**config.mk**
```make
export PLATFORM = sky130hd
export DESIGN_NAME = grac_top
export DESIGN_NICKNAME = d
export VERILOG_FILES = /design/src/inc/grac_pkg.sv /design/src/core/grac_perm_decode.sv /design/src/core/grac_top.sv
export SDC_FILE = /design/constraint.sdc
export NUM_CORES = 1
export LEC_CHECK = 0
export BUFFER_PORTS_ARGS = -buffer_cell sky130_fd_sc_hd__buf_2
export CAP_MARGIN = 20
export CELL_PAD_IN_SITES_DETAIL_PLACEMENT = 0
export CELL_PAD_IN_SITES_GLOBAL_PLACEMENT = 1
export CORE_MARGIN = 10
export CORE_UTILIZATION = 28
export CTS_BUF_LIST = sky130_fd_sc_hd__clkbuf_8
export CTS_CLUSTER_DIAMETER = 50
export DETAILED_ROUTE_END_ITERATION = 6
export GPL_ROUTABILITY_DRIVEN = 0
export MAX_ROUTING_LAYER = met4
export PLACE_DENSITY = 0.84
export REMOVE_ABC_BUFFERS = 1
export SKIP_CTS_REPAIR_TIMING = 1
export SLEW_MARGIN = 20
export SYNTH_ARGS = -nofsm -noshare
export SYNTH_HDL_FRONTEND = slang
export SYNTH_SLANG_ARGS = --single-unit
```
**constraint.sdc**
```tcl
create_clock -name clk -period 1.5 [get_ports clk]
set_input_delay 0.075 -clock clk [delete_from_list [all_inputs] [get_ports clk]]
set_output_delay 0.075 -clock clk [all_outputs]
set_load 0.01 [all_outputs]
```
**src/inc/grac_pkg.sv**
```systemverilog
// constants shared by the region access checker
`default_nettype none
package grac_pkg;
  // address split of the peripheral space
  localparam int REGION_COUNT = 16;
  localparam int REGION_IMPL = 2;
  localparam int REGION_SEL_LSB = 26;
  localparam int REGION_SEL_MSB = 29;
  localparam int MASTER_COUNT = 3;

  // register byte offsets on the AXI4-Lite slave
  localparam logic [7:0] OFS_REGION0 = 8'h00;
  localparam logic [7:0] OFS_REGION1 = 8'h04;
  localparam logic [7:0] OFS_EVENT_STATUS = 8'h08;
  localparam logic [7:0] OFS_EVENT_MASK = 8'h0C;

  // region permission register layout
  localparam int PERM_LOCK_BIT = 7;
  localparam int PERM_CODE_MSB = 3;
  localparam logic [7:0] PERM_WRITABLE = 8'h8F;
  // supervisor read/write, user none, no execute, unlocked
  localparam logic [7:0] PERM_RESET = 8'h00;

  // event status bits
  localparam int EVT_WIDTH = 3;
  localparam int EVT_DENIED = 0;
  localparam int EVT_LOCKED_WR = 1;
  localparam int EVT_UNTRUSTED_WR = 2;
  localparam logic [2:0] EVT_RESET = 3'h0;

  // AXI responses
  localparam logic [1:0] RESP_OKAY = 2'h0;
  localparam logic [1:0] RESP_SLVERR = 2'h2;
  localparam logic [1:0] RESP_DECERR = 2'h3;

  typedef enum logic [1:0] {
    GRAC_WR_COLLECT = 2'b01,
    GRAC_WR_RESP = 2'b10
  } grac_wr_state_t;

  typedef enum logic [1:0] {
    GRAC_RD_IDLE = 2'b01,
    GRAC_RD_RESP = 2'b10
  } grac_rd_state_t;
endpackage : grac_pkg
`default_nettype wire

```
**src/core/grac_perm_decode.sv**
```systemverilog
// permission code to access rights for both privilege levels
`default_nettype none
module grac_perm_decode
  import grac_pkg::*;
(
  input wire logic [3:0] code,
  output logic sup_rd,
  output logic sup_wr,
  output logic sup_ex,
  output logic usr_rd,
  output logic usr_wr,
  output logic usr_ex
);
  logic [5:0] rights;

  // order: supervisor r,w,x then user r,w,x
  always_comb begin
    case (code)
      4'h0: rights = 6'b110000;
      4'h1: rights = 6'b100000;
      4'h2: rights = 6'b100100;
      4'h3: rights = 6'b100000;
      4'h4: rights = 6'b110110;
      4'h5: rights = 6'b110100;
      4'h6: rights = 6'b110110;
      4'h7: rights = 6'b000000;
      4'h8: rights = 6'b111000;
      4'h9: rights = 6'b101000;
      4'hA: rights = 6'b101101;
      4'hB: rights = 6'b001000;
      4'hC: rights = 6'b111111;
      4'hD: rights = 6'b111101;
      4'hE: rights = 6'b110100;
      4'hF: rights = 6'b111001;
      default: rights = 6'b000000;
    endcase
  end

  assign sup_rd = rights[5];
  assign sup_wr = rights[4];
  assign sup_ex = rights[3];
  assign usr_rd = rights[2];
  assign usr_wr = rights[1];
  assign usr_ex = rights[0];
endmodule : grac_perm_decode
`default_nettype wire

```
**src/core/grac_top.sv**
```systemverilog
// region access checker with AXI4-Lite register slave
// Notes on behaviour
// sixteen 64-Mbyte regions; address bits 29..26 pick the region.
// only regions 0 and 1 own a permission register.
// regions 2 to 15 are reserved and have no register.
// per-module covered accesses use only the per-module verdict.
// permission registers are 8 bits giving read, write, execute rights.
// once lock bit 7 is set, writes error and change nothing.
// only reset clears the lock bit.
// software keeps bits 6 to 4 zero; they read zero.
// codes 0-7 never execute; 0,6,4,7 as listed.
// codes 1,3 supervisor read; 2 read both; 5 user read.
// codes 8 to 12 grant the listed execute-capable rights.
// codes 13 to 15 grant the listed mixed rights.
// after reset regions allow supervisor read/write only.
// user access to supervisor-only space errors and has no effect.
// untrusted writes to control registers error; value kept.
// privilege bit 0 forces user mode; 1 uses access attribute.
// access type mismatching region rights errors with no side effect.
// reserved-region accesses are flagged and left to outer decoding.
`default_nettype none
module grac_top
  import grac_pkg::*;
(
  input wire logic clk,
  input wire logic reset_n,
  input wire logic [7:0] s_axi_awaddr,
  input wire logic [2:0] s_axi_awprot,
  input wire logic s_axi_awvalid,
  output logic s_axi_awready,
  input wire logic [31:0] s_axi_wdata,
  input wire logic [3:0] s_axi_wstrb,
  input wire logic s_axi_wvalid,
  output logic s_axi_wready,
  output logic [1:0] s_axi_bresp,
  output logic s_axi_bvalid,
  input wire logic s_axi_bready,
  input wire logic [7:0] s_axi_araddr,
  input wire logic [2:0] s_axi_arprot,
  input wire logic s_axi_arvalid,
  output logic s_axi_arready,
  output logic [31:0] s_axi_rdata,
  output logic [1:0] s_axi_rresp,
  output logic s_axi_rvalid,
  input wire logic s_axi_rready,
  input wire logic cfg_master_trusted,
  input wire logic [2:0] master_privilege_bits,
  input wire logic chk_valid,
  input wire logic [31:0] chk_addr,
  input wire logic [1:0] chk_master,
  input wire logic chk_supervisor,
  input wire logic chk_write,
  input wire logic chk_exec,
  input wire logic per_module_hit,
  input wire logic per_module_allow,
  output logic chk_done,
  output logic chk_grant,
  output logic chk_error,
  output logic chk_reserved,
  output logic irq
);
  grac_wr_state_t wr_state_reg, wr_state_next;
  grac_rd_state_t rd_state_reg, rd_state_next;
  logic aw_have_reg, aw_have_next;
  logic w_have_reg, w_have_next;
  logic [7:0] awaddr_reg, awaddr_next;
  logic aw_trusted_reg, aw_trusted_next;
  logic [7:0] wdata_reg, wdata_next;
  logic wstrb0_reg, wstrb0_next;
  logic [1:0] bresp_reg, bresp_next;
  logic [31:0] rdata_reg, rdata_next;
  logic [1:0] rresp_reg, rresp_next;
  logic [7:0] perm_reg [REGION_IMPL];
  logic [7:0] perm_next [REGION_IMPL];
  logic [EVT_WIDTH-1:0] status_reg, status_next;
  logic [EVT_WIDTH-1:0] mask_reg, mask_next;
  logic done_reg, grant_reg, error_reg, reserved_reg;
  logic done_next, grant_next, error_next, reserved_next;
  logic commit;
  logic [EVT_WIDTH-1:0] evt_set;
  logic [3:0] region;
  logic eff_super;
  logic [REGION_IMPL-1:0] ok_vec;

  // rights per implemented region
  genvar g;
  generate
    for (g = 0; g < REGION_IMPL; g++) begin : g_region
      logic sr, sw, sx, ur, uw, ux;
      grac_perm_decode u_dec (
        .code(perm_reg[g][PERM_CODE_MSB:0]), .sup_rd(sr), .sup_wr(sw),
        .sup_ex(sx), .usr_rd(ur), .usr_wr(uw), .usr_ex(ux)
      );
      // fetches need execute, data needs read or write
      assign ok_vec[g] = chk_exec ? (eff_super ? sx : ux) :
                         chk_write ? (eff_super ? sw : uw) :
                         (eff_super ? sr : ur);
    end
  endgenerate

  assign region = chk_addr[REGION_SEL_MSB:REGION_SEL_LSB];
  assign eff_super = master_privilege_bits[chk_master] & chk_supervisor;

  // access check, one cycle after the request
  always_comb begin
    done_next = chk_valid;
    grant_next = 1'b0;
    error_next = 1'b0;
    reserved_next = 1'b0;
    if (chk_valid) begin
      if (per_module_hit) begin
        grant_next = per_module_allow;
        error_next = !per_module_allow;
      end else if (region < 4'(REGION_IMPL)) begin
        grant_next = ok_vec[region[0]];
        error_next = !ok_vec[region[0]];
      end else begin
        reserved_next = 1'b1;
      end
    end
  end

  always_ff @(posedge clk) begin
    if (!reset_n) begin
      {done_reg, grant_reg, error_reg, reserved_reg} <= 4'h0;
    end else begin
      {done_reg, grant_reg, error_reg, reserved_reg} <=
          {done_next, grant_next, error_next, reserved_next};
    end
  end
  assign chk_done = done_reg;
  assign chk_grant = grant_reg;
  assign chk_error = error_reg;
  assign chk_reserved = reserved_reg;

  // write channel: address and data may arrive in either order
  assign s_axi_awready = (wr_state_reg == GRAC_WR_COLLECT) && !aw_have_reg;
  assign s_axi_wready = (wr_state_reg == GRAC_WR_COLLECT) && !w_have_reg;
  assign commit = (wr_state_reg == GRAC_WR_COLLECT) && aw_have_reg &&
                  w_have_reg;

  always_comb begin
    wr_state_next = wr_state_reg;
    aw_have_next = aw_have_reg;
    w_have_next = w_have_reg;
    awaddr_next = awaddr_reg;
    aw_trusted_next = aw_trusted_reg;
    wdata_next = wdata_reg;
    wstrb0_next = wstrb0_reg;
    bresp_next = bresp_reg;
    for (int i = 0; i < REGION_IMPL; i++) begin
      perm_next[i] = perm_reg[i];
    end
    mask_next = mask_reg;
    status_next = status_reg;
    evt_set = '0;
    if (chk_valid && !per_module_hit && region < 4'(REGION_IMPL) &&
        !ok_vec[region[0]]) begin
      evt_set[EVT_DENIED] = 1'b1;
    end
    case (wr_state_reg)
      GRAC_WR_COLLECT: begin
        if (s_axi_awvalid && s_axi_awready) begin
          aw_have_next = 1'b1;
          awaddr_next = s_axi_awaddr;
          aw_trusted_next = cfg_master_trusted;
        end
        if (s_axi_wvalid && s_axi_wready) begin
          w_have_next = 1'b1;
          wdata_next = s_axi_wdata[7:0];
          wstrb0_next = s_axi_wstrb[0];
        end
        if (commit) begin
          aw_have_next = 1'b0;
          w_have_next = 1'b0;
          wr_state_next = GRAC_WR_RESP;
          bresp_next = RESP_OKAY;
          if (awaddr_reg > OFS_EVENT_MASK || awaddr_reg[1:0] != 2'h0) begin
            bresp_next = RESP_DECERR;
          end else if (!aw_trusted_reg) begin
            bresp_next = RESP_SLVERR;
            evt_set[EVT_UNTRUSTED_WR] = 1'b1;
          end else if (awaddr_reg[3]) begin
            if (wstrb0_reg && awaddr_reg[2]) begin
              mask_next = wdata_reg[EVT_WIDTH-1:0];
            end else if (wstrb0_reg) begin
              // write-one-to-clear
              status_next = status_reg & ~wdata_reg[EVT_WIDTH-1:0];
            end
          end else if (perm_reg[awaddr_reg[2]][PERM_LOCK_BIT]) begin
            bresp_next = RESP_SLVERR;
            evt_set[EVT_LOCKED_WR] = 1'b1;
          end else if (wstrb0_reg) begin
            // reserved bits never stored; lock can only be set
            perm_next[awaddr_reg[2]] = wdata_reg & PERM_WRITABLE;
          end
        end
      end
      GRAC_WR_RESP: begin
        if (s_axi_bready) begin
          wr_state_next = GRAC_WR_COLLECT;
        end
      end
      default: wr_state_next = GRAC_WR_COLLECT;
    endcase
    // an event in the same cycle as a clear stays set
    status_next = status_next | evt_set;
  end

  always_ff @(posedge clk) begin
    if (!reset_n) begin
      wr_state_reg <= GRAC_WR_COLLECT;
      aw_have_reg <= 1'b0;
      w_have_reg <= 1'b0;
      awaddr_reg <= 8'h00;
      aw_trusted_reg <= 1'b0;
      wdata_reg <= 8'h00;
      wstrb0_reg <= 1'b0;
      bresp_reg <= RESP_OKAY;
      for (int i = 0; i < REGION_IMPL; i++) begin
        perm_reg[i] <= PERM_RESET;
      end
      status_reg <= EVT_RESET;
      mask_reg <= EVT_RESET;
    end else begin
      wr_state_reg <= wr_state_next;
      aw_have_reg <= aw_have_next;
      w_have_reg <= w_have_next;
      awaddr_reg <= awaddr_next;
      aw_trusted_reg <= aw_trusted_next;
      wdata_reg <= wdata_next;
      wstrb0_reg <= wstrb0_next;
      bresp_reg <= bresp_next;
      for (int i = 0; i < REGION_IMPL; i++) begin
        perm_reg[i] <= perm_next[i];
      end
      status_reg <= status_next;
      mask_reg <= mask_next;
    end
  end

  assign s_axi_bvalid = (wr_state_reg == GRAC_WR_RESP);
  assign s_axi_bresp = bresp_reg;
  assign irq = |(status_reg & mask_reg);

  // read channel: one outstanding read, data registered
  assign s_axi_arready = (rd_state_reg == GRAC_RD_IDLE);

  always_comb begin
    rd_state_next = rd_state_reg;
    rdata_next = rdata_reg;
    rresp_next = rresp_reg;
    case (rd_state_reg)
      GRAC_RD_IDLE: begin
        if (s_axi_arvalid) begin
          rd_state_next = GRAC_RD_RESP;
          rresp_next = RESP_OKAY;
          rdata_next = 32'h0000_0000;
          case (s_axi_araddr)
            OFS_REGION0: rdata_next[7:0] = perm_reg[0];
            OFS_REGION1: rdata_next[7:0] = perm_reg[1];
            OFS_EVENT_STATUS: rdata_next[EVT_WIDTH-1:0] = status_reg;
            OFS_EVENT_MASK: rdata_next[EVT_WIDTH-1:0] = mask_reg;
            default: rresp_next = RESP_DECERR;
          endcase
        end
      end
      GRAC_RD_RESP: begin
        if (s_axi_rready) begin
          rd_state_next = GRAC_RD_IDLE;
        end
      end
      default: rd_state_next = GRAC_RD_IDLE;
    endcase
  end

  always_ff @(posedge clk) begin
    if (!reset_n) begin
      rd_state_reg <= GRAC_RD_IDLE;
      rdata_reg <= 32'h0000_0000;
      rresp_reg <= RESP_OKAY;
    end else begin
      rd_state_reg <= rd_state_next;
      rdata_reg <= rdata_next;
      rresp_reg <= rresp_next;
    end
  end

  assign s_axi_rvalid = (rd_state_reg == GRAC_RD_RESP);
  assign s_axi_rdata = rdata_reg;
  assign s_axi_rresp = rresp_reg;
  lock_sticky_a: assert property (
    @(posedge clk) disable iff (!reset_n)
    perm_reg[0][PERM_LOCK_BIT] |=> perm_reg[0][PERM_LOCK_BIT])
    else $error("region 0 lock bit cleared without reset");
  locked_write_a: assert property (
    @(posedge clk) disable iff (!reset_n)
    commit && aw_trusted_reg && awaddr_reg == OFS_REGION0 &&
    perm_reg[0][PERM_LOCK_BIT]
    |=> s_axi_bvalid && s_axi_bresp == RESP_SLVERR &&
        perm_reg[0] == $past(perm_reg[0]))
    else $error("locked region write not refused");
  untrusted_write_a: assert property (
    @(posedge clk) disable iff (!reset_n)
    commit && !aw_trusted_reg && awaddr_reg == OFS_REGION1
    |=> s_axi_bresp == RESP_SLVERR && $stable(perm_reg[1]))
    else $error("untrusted write changed a region register");
  reset_value_a: assert property (
    @(posedge clk) $past(!reset_n) && reset_n
    |-> perm_reg[0] == PERM_RESET && perm_reg[1] == PERM_RESET)
    else $error("region register not at reset value");
  reserved_bits_a: assert property (
    @(posedge clk) disable iff (!reset_n)
    perm_reg[0][6:4] == 3'h0 && perm_reg[1][6:4] == 3'h0)
    else $error("reserved permission bits not zero");
  user_denied_a: assert property (
    @(posedge clk) disable iff (!reset_n)
    chk_valid && !per_module_hit && region == 4'h0 && !eff_super &&
    perm_reg[0][PERM_CODE_MSB:0] == 4'h0
    |=> chk_done && chk_error && !chk_grant)
    else $error("user access to supervisor-only region granted");
  priv_force_a: assert property (
    @(posedge clk) disable iff (!reset_n)
    chk_valid && !per_module_hit && region == 4'h1 &&
    !master_privilege_bits[chk_master] &&
    perm_reg[1][PERM_CODE_MSB:0] == 4'h1
    |=> chk_error)
    else $error("master without privilege treated as supervisor");
  per_module_a: assert property (
    @(posedge clk) disable iff (!reset_n)
    chk_valid && per_module_hit
    |=> chk_grant == $past(per_module_allow) && !chk_reserved)
    else $error("per-module verdict not followed");
  reserved_region_a: assert property (
    @(posedge clk) disable iff (!reset_n)
    chk_valid && !per_module_hit && region >= 4'h2
    |=> chk_reserved && !chk_grant && !chk_error)
    else $error("reserved region access not flagged");
  no_exec_low_a: assert property (
    @(posedge clk) disable iff (!reset_n)
    chk_valid && chk_exec && !per_module_hit && region == 4'h0 &&
    !perm_reg[0][PERM_CODE_MSB]
    |=> chk_error)
    else $error("execute allowed by a non-execute code");
endmodule : grac_top
`default_nettype wire

```
Word level (Yosys, flattened, before mapping)
Memories as Yosys holds them, arrays and structs flattened. A register that Yosys moved wholly into a read port is not among the register bits.
Cells that the tools add are included.

storage, ports and cells
  flip-flop bits (word level) = 46
  RAM bits = 16
  memory bits (read-only) = 192
  input bits = 109
  word-level logic and storage cells = 149
  memories kept = 3

memory list
  name             depth  width  read ports  clocked after memory_dff  write ports  RTL line                text
  (no name shown)  16     6      1           0                         0            grac_perm_decode.sv:18  case (code)
  (no name shown)  16     6      1           0                         0            grac_perm_decode.sv:18
  perm_reg         2      8      3           1                         2            grac_top.sv:73          logic [7:0] perm_reg [REGION_IMPL];

cells by class
  order comparisons = 6
  equal/unequal tests = 11
  mux-type cells = 67
  bitwise logic cells = 11
  reduce and logical (&&, ||, !) cells = 34

operators with widths
  kind                number
  $mux 16             7
  $mux 1              31
  $mux 2              12
  $mux 8              3
  $mux 3              7
  $reduce_and 2->1    9
  $bwmux 16           1
  $eq 8x4->1 const B  2
  $pmux 3 s4          1
  $logic_and 1x1->1   11
  $pmux 5 s2          1
  $demux 8 s1         1
  $eq 8x3->1 const B  1
  $gt 8x4->1 const B  1
  $logic_not 8->1     1
  $pmux 2 s2          2
  $and 3x3->3         2
  $reduce_and 6->1    1
  $reduce_bool 2->1   3
  $reduce_or 3->1     2
  $logic_not 1->1     5
  $eq 2x1->1 const B  2
  $eq 2x2->1 const B  2
  $lt 4x2->1 const B  1
  other kinds (15)    20

Logic depth before layout (Yosys ltp)
  word-level depth = 14
  gate-level depth with buffers = 6
  depth with buffers taken out = 5

By module
Synthesis repeated with hierarchy kept, for this count alone.

unflattened totals
  cells, all modules = 296
  area, all modules = 2,586.2 um^2

by module, submodules not included
  module                                times used  cells an instance  area an instance (um^2)
  grac_top                              1           269                2,406.1
  grac_perm_decode (g_region[0].u_dec)  1           13                 91.3
  grac_perm_decode (g_region[1].u_dec)  1           14                 88.8

Worst setup path after synthesis
Ideal clock, no wire load.

  path type = flip-flop to flip-flop
  from = register awaddr_reg[1]
  to = memory perm_reg[1][1]
  setup time = 0.114 ns
  arrival time = 1.467 ns
  data required time = 1.386 ns
  setup slack = -0.081 ns
  cell stages (with the launch flop) = 7
  path buffers = 1
  period minus slack after synthesis = 1.581 ns
  cell sequence = dfxtp_1 nor4_4 nand4_4 or3_1 buf_6 nand3_2 o21ai_2

RTL lines
  item                    RTL line         text
  start, declared         grac_top.sv:66   logic [7:0] awaddr_reg, awaddr_next;
  start signal, assigned  grac_top.sv:229  awaddr_reg <= awaddr_next;
  end, declared           grac_top.sv:73

Worst setup path in the final report
  from = register awaddr_reg[5]
  to = register mask_reg[0]

on the way
  word-level cells in the longest chain between the ends = 4

RTL lines
  item                               RTL line         text
  $gt 8x4->1                         grac_top.sv:178  if (awaddr_reg > OFS_EVENT_MASK || awaddr_reg[1:0] != 2'h0) begin
  $logic_or 1x1->1                   grac_top.sv:178
  $not 1->1 (no source line)         n/a
  $reduce_and 6->1 (no source line)  n/a
  end signal, assigned               grac_top.sv:238  mask_reg <= mask_next;
  end, declared                      grac_top.sv:76   logic [EVT_WIDTH-1:0] mask_reg, mask_next;

No other way between the ends.
A chain may end at the register's enable or synchronous reset.

==> results.md <==
* Standard-cell rows at 34
* Worst Setup Slack, final at -0.129 ns
* Synthesis-to-finish area growth at 28.4%
* Total routing usage reported by global routing at 9.39%
* Stage delay of the slowest cell on the critical path at around 0.34 ns
* Outcome: complete, but fails checks
* IO buf count at 63
* Final min period at roughly 1.6 ns
* Number of remaining DRC errors at 0
* Share of cells above drive strength 1 at a little under two fifths
* Post-DP HPWL at 5160 µm
* Final cell area excluding filler cells at between 0.003 and 0.004 mm²
* Final-report setup violation count at 16
* Synthesized area per cell at 8.98 µm²
* Synthesized cell area at approximately 0.0025 mm²
* Final setup TNS at -1.44 ns
* Async SR Flop Fraction at 0%
* Clock tree root buffer cell: clkbuf_8
* Antenna diodes at 0
* Clock buffer depth at 2
* Post-placement cell area at 0.00303 mm²
* Core region area at slightly below 0.009 mm²
* Post-CTS clock slew at the launch and capture registers of the worst setup and hold paths at 0.09 ns
* Worst Setup End Kind: flip-flop
* Part of the cycle the worst path needs at 109%
* Worst min-delay path class: in -> reg
* Number of levels the H-tree was split into at 2
* Initial core utilization at between 20 and 30%
* Detailed router's first-iteration violation count at 75
* Category of the worst setup path launch point: flip-flop
* Leakage power at 1.38 nW
* Count of mapped cells out of synthesis at approximately 280
* Die Y at ~120 µm
* Critical path, cell by cell: nor4_4 > nand4_4 > buf_6 > nor3_4 > mux2i_1 > nor2b_1
* Via count of the first global-routing pass at around 2100
* Wire length of the first global-routing pass at ~10000 µm
* Count of antenna-violating nets left after detailed routing at 0
* Global-route congestion overflow total at 0
* Width of the die at 115 µm
* IR drop worst, VDD at 0.351 mV
* Count of maximum capacitance violations at 0
* Clock tree sinks at 50
* Initial antenna violation count at 0
* Slowest stage cell on the critical path: dfxtp_2
* Violations in the final reports: setup timing
* Bufs and invs on worst path at 1
* Largest fanout on the critical path at 4
* Number of enable-type register cells in the synthesized netlist at 0
* Die footprint at 0.0133 mm²
* Peak clock frequency supported by timing at around 600 MHz
* TritonRoute pass-1 iters at 6
* Number of CTS-inserted buffers at 5
* Unrepaired setup endpoints after global routing: true
* Count of distinct cell types in the synthesized netlist at 50
* Clock tree from TritonCTS: done
* Dominant delay contributor by cell family on the critical path: simple AND/OR/NAND/NOR gates
* Worst-skew pair later-pin latency at 0.31 ns
* Average routed wire per standard cell at 13.7 µm
* Power density over the cells at roughly 830 mW/mm²
* Total routed wirelength at 6530 µm
* Final hold violations at 0
* Critical path type: reg -> reg
* Worst endpoint data arrival time at roughly 1.8 ns
* Number of flip-flops in the largest register at 10
* Pre-CTS WS at -0.211 ns
* I/O pin count at roughly 160
* Pin count of the biggest net entering global routing at 55
* Share of the yosys chip area belonging to registers at between 30% and 40%
* Data required time at the worst endpoint at roughly 1.7 ns
* Number of warnings reported in the yosys synthesis log at 0
* Power Total at ~2.7 mW
* Overall via count from detail_route at 2160
* Most frequently used flop master after synthesis: dfxtp_1
* Nets@finish at around 480
* Final count of pins violating max slew at 0
* Average vias per placed instance at between 4 and 5
* Yosys reg bits at 50
* Worst-case clock skew at around 0.014 ns
==> synthesized netlist by cell type (3+ instances only) <==
| library cell | number | area [µm²] |
|---|---|---|
| mux2i_1 | 13 | 130 |
| o21ai_2 | 5 | 43.8 |
| nand3_1 | 8 | 40.0 |
| a22oi_1 | 3 | 22.5 |
| o21ai_0 | 16 | 80.1 |
| buf_4 | 28 | 210 |
| and2_1 | 4 | 25.0 |
| a21oi_1 | 7 | 35.0 |
| nand2_1 | 38 | 143 |
| clkbuf_1 | 7 | 26.3 |
| nor2b_1 | 21 | 131 |
| mux4_2 | 3 | 67.6 |
| nor4_1 | 4 | 25.0 |
| nand3_2 | 5 | 50.1 |
| inv_1 | 8 | 30.0 |
| nand2b_1 | 4 | 25.0 |
| dfxtp_1 | 50 | 1000 |
| nor2_1 | 11 | 41.3 |
| a21boi_0 | 11 | 82.6 |
==> power breakdown <==
part	internal, mW	leakage, nW	switching (mW)	total (mW)
sequential	1.38	0.409	0.0446	1.43
combinational	0.193	0.922	0.221	0.413
clock	0.380	0.0478	0.466	0.846
total	1.95	1.38	0.731	2.69
==> cells in the final DEF, fill, tap and decap left out, types with 4 or more instances in the layout <==
cell type,instances
nor2_1,9
nand2_1,38
a21boi_0,11
a21oi_1,7
clkbuf_8,6
mux2i_1,13
nor2b_1,21
o21ai_1,5
o21ai_0,10
dfxtp_1,46
nand2b_1,4
buf_2,63
conb_1,27
nand3_2,9
o21ai_2,6
buf_4,20
nand3_1,4
dfxtp_2,4
inv_1,7
==> area by class of cell <==
| type | instances | area (µm²) |
|---|---|---|
| inverters | 8 | 30.0 |
| clock inverters | 2 | 16.3 |
| fillers | 895 | 5510 |
| flip-flops and latches | 50 | 1010 |
| clock buffers | 6 | 82.6 |
| repair buffers | 90 | 559 |
| well taps | 108 | 135 |
| multi-input cells | 212 | 1420 |
==> metrics by stage <==
| step | util [%] | std cells | hold WS, ns |
|---|---|---|---|
| 6_report | 37.1 | 476 | 0.00599 |
| 5_1_grt | 37.1 | 476 | 0.00248 |
| 4_1_cts | 35.7 | 473 | -0.0397 |
| 3_5_place_dp | 34.6 | 465 | 0.295 |
| 3_3_place_gp | 34.6 | 465 | 0.286 |
| 2_1_floorplan | - | 270 | 0.151 |
==> path summary, 6_finish.rpt <==
check	end	slack (ns)	cells after the start	from
worst max-delay path	mask_reg[0]	-0.13	6	awaddr_reg[5]
worst min register to register	awaddr_reg[0]	0.47	2	awaddr_reg[0]
worst max register to register	mask_reg[0]	-0.13	6	awaddr_reg[5]
worst min-delay path	awaddr_reg[5]	0.006	3	s_axi_awaddr[5]
==> logic make-up after synthesis <==
group / count (synthesis) / synth area share (%)
AO/OA/AOI/OAI: 55 / 15.0
buffers and inverters: 46 / 11.3
XOR/XNOR: 1 / 0.346
other: 1 / 0.148
multiplexers: 17 / 8.25
flip-flops: 50 / 39.5
AND/OR/NAND/NOR: 112 / 25.4
==> layer usage <==
layer	vias to the layer above	global-route usage, %	routed length, µm
li1	1092	-	-
met1	996	10.9	2720
met2	67	15.3	3170
met3	5	2.92	586
met4	0	2.72	59
met5	-	-	0
==> tightest hold or removal path: cells and delay by family <==
kind            cells  cell delay, ns
buf+inv             1            0.09
compound gates      1            0.06
simple gates        1            0.04
Note: power is estimated with default switching activity, not from simulation.
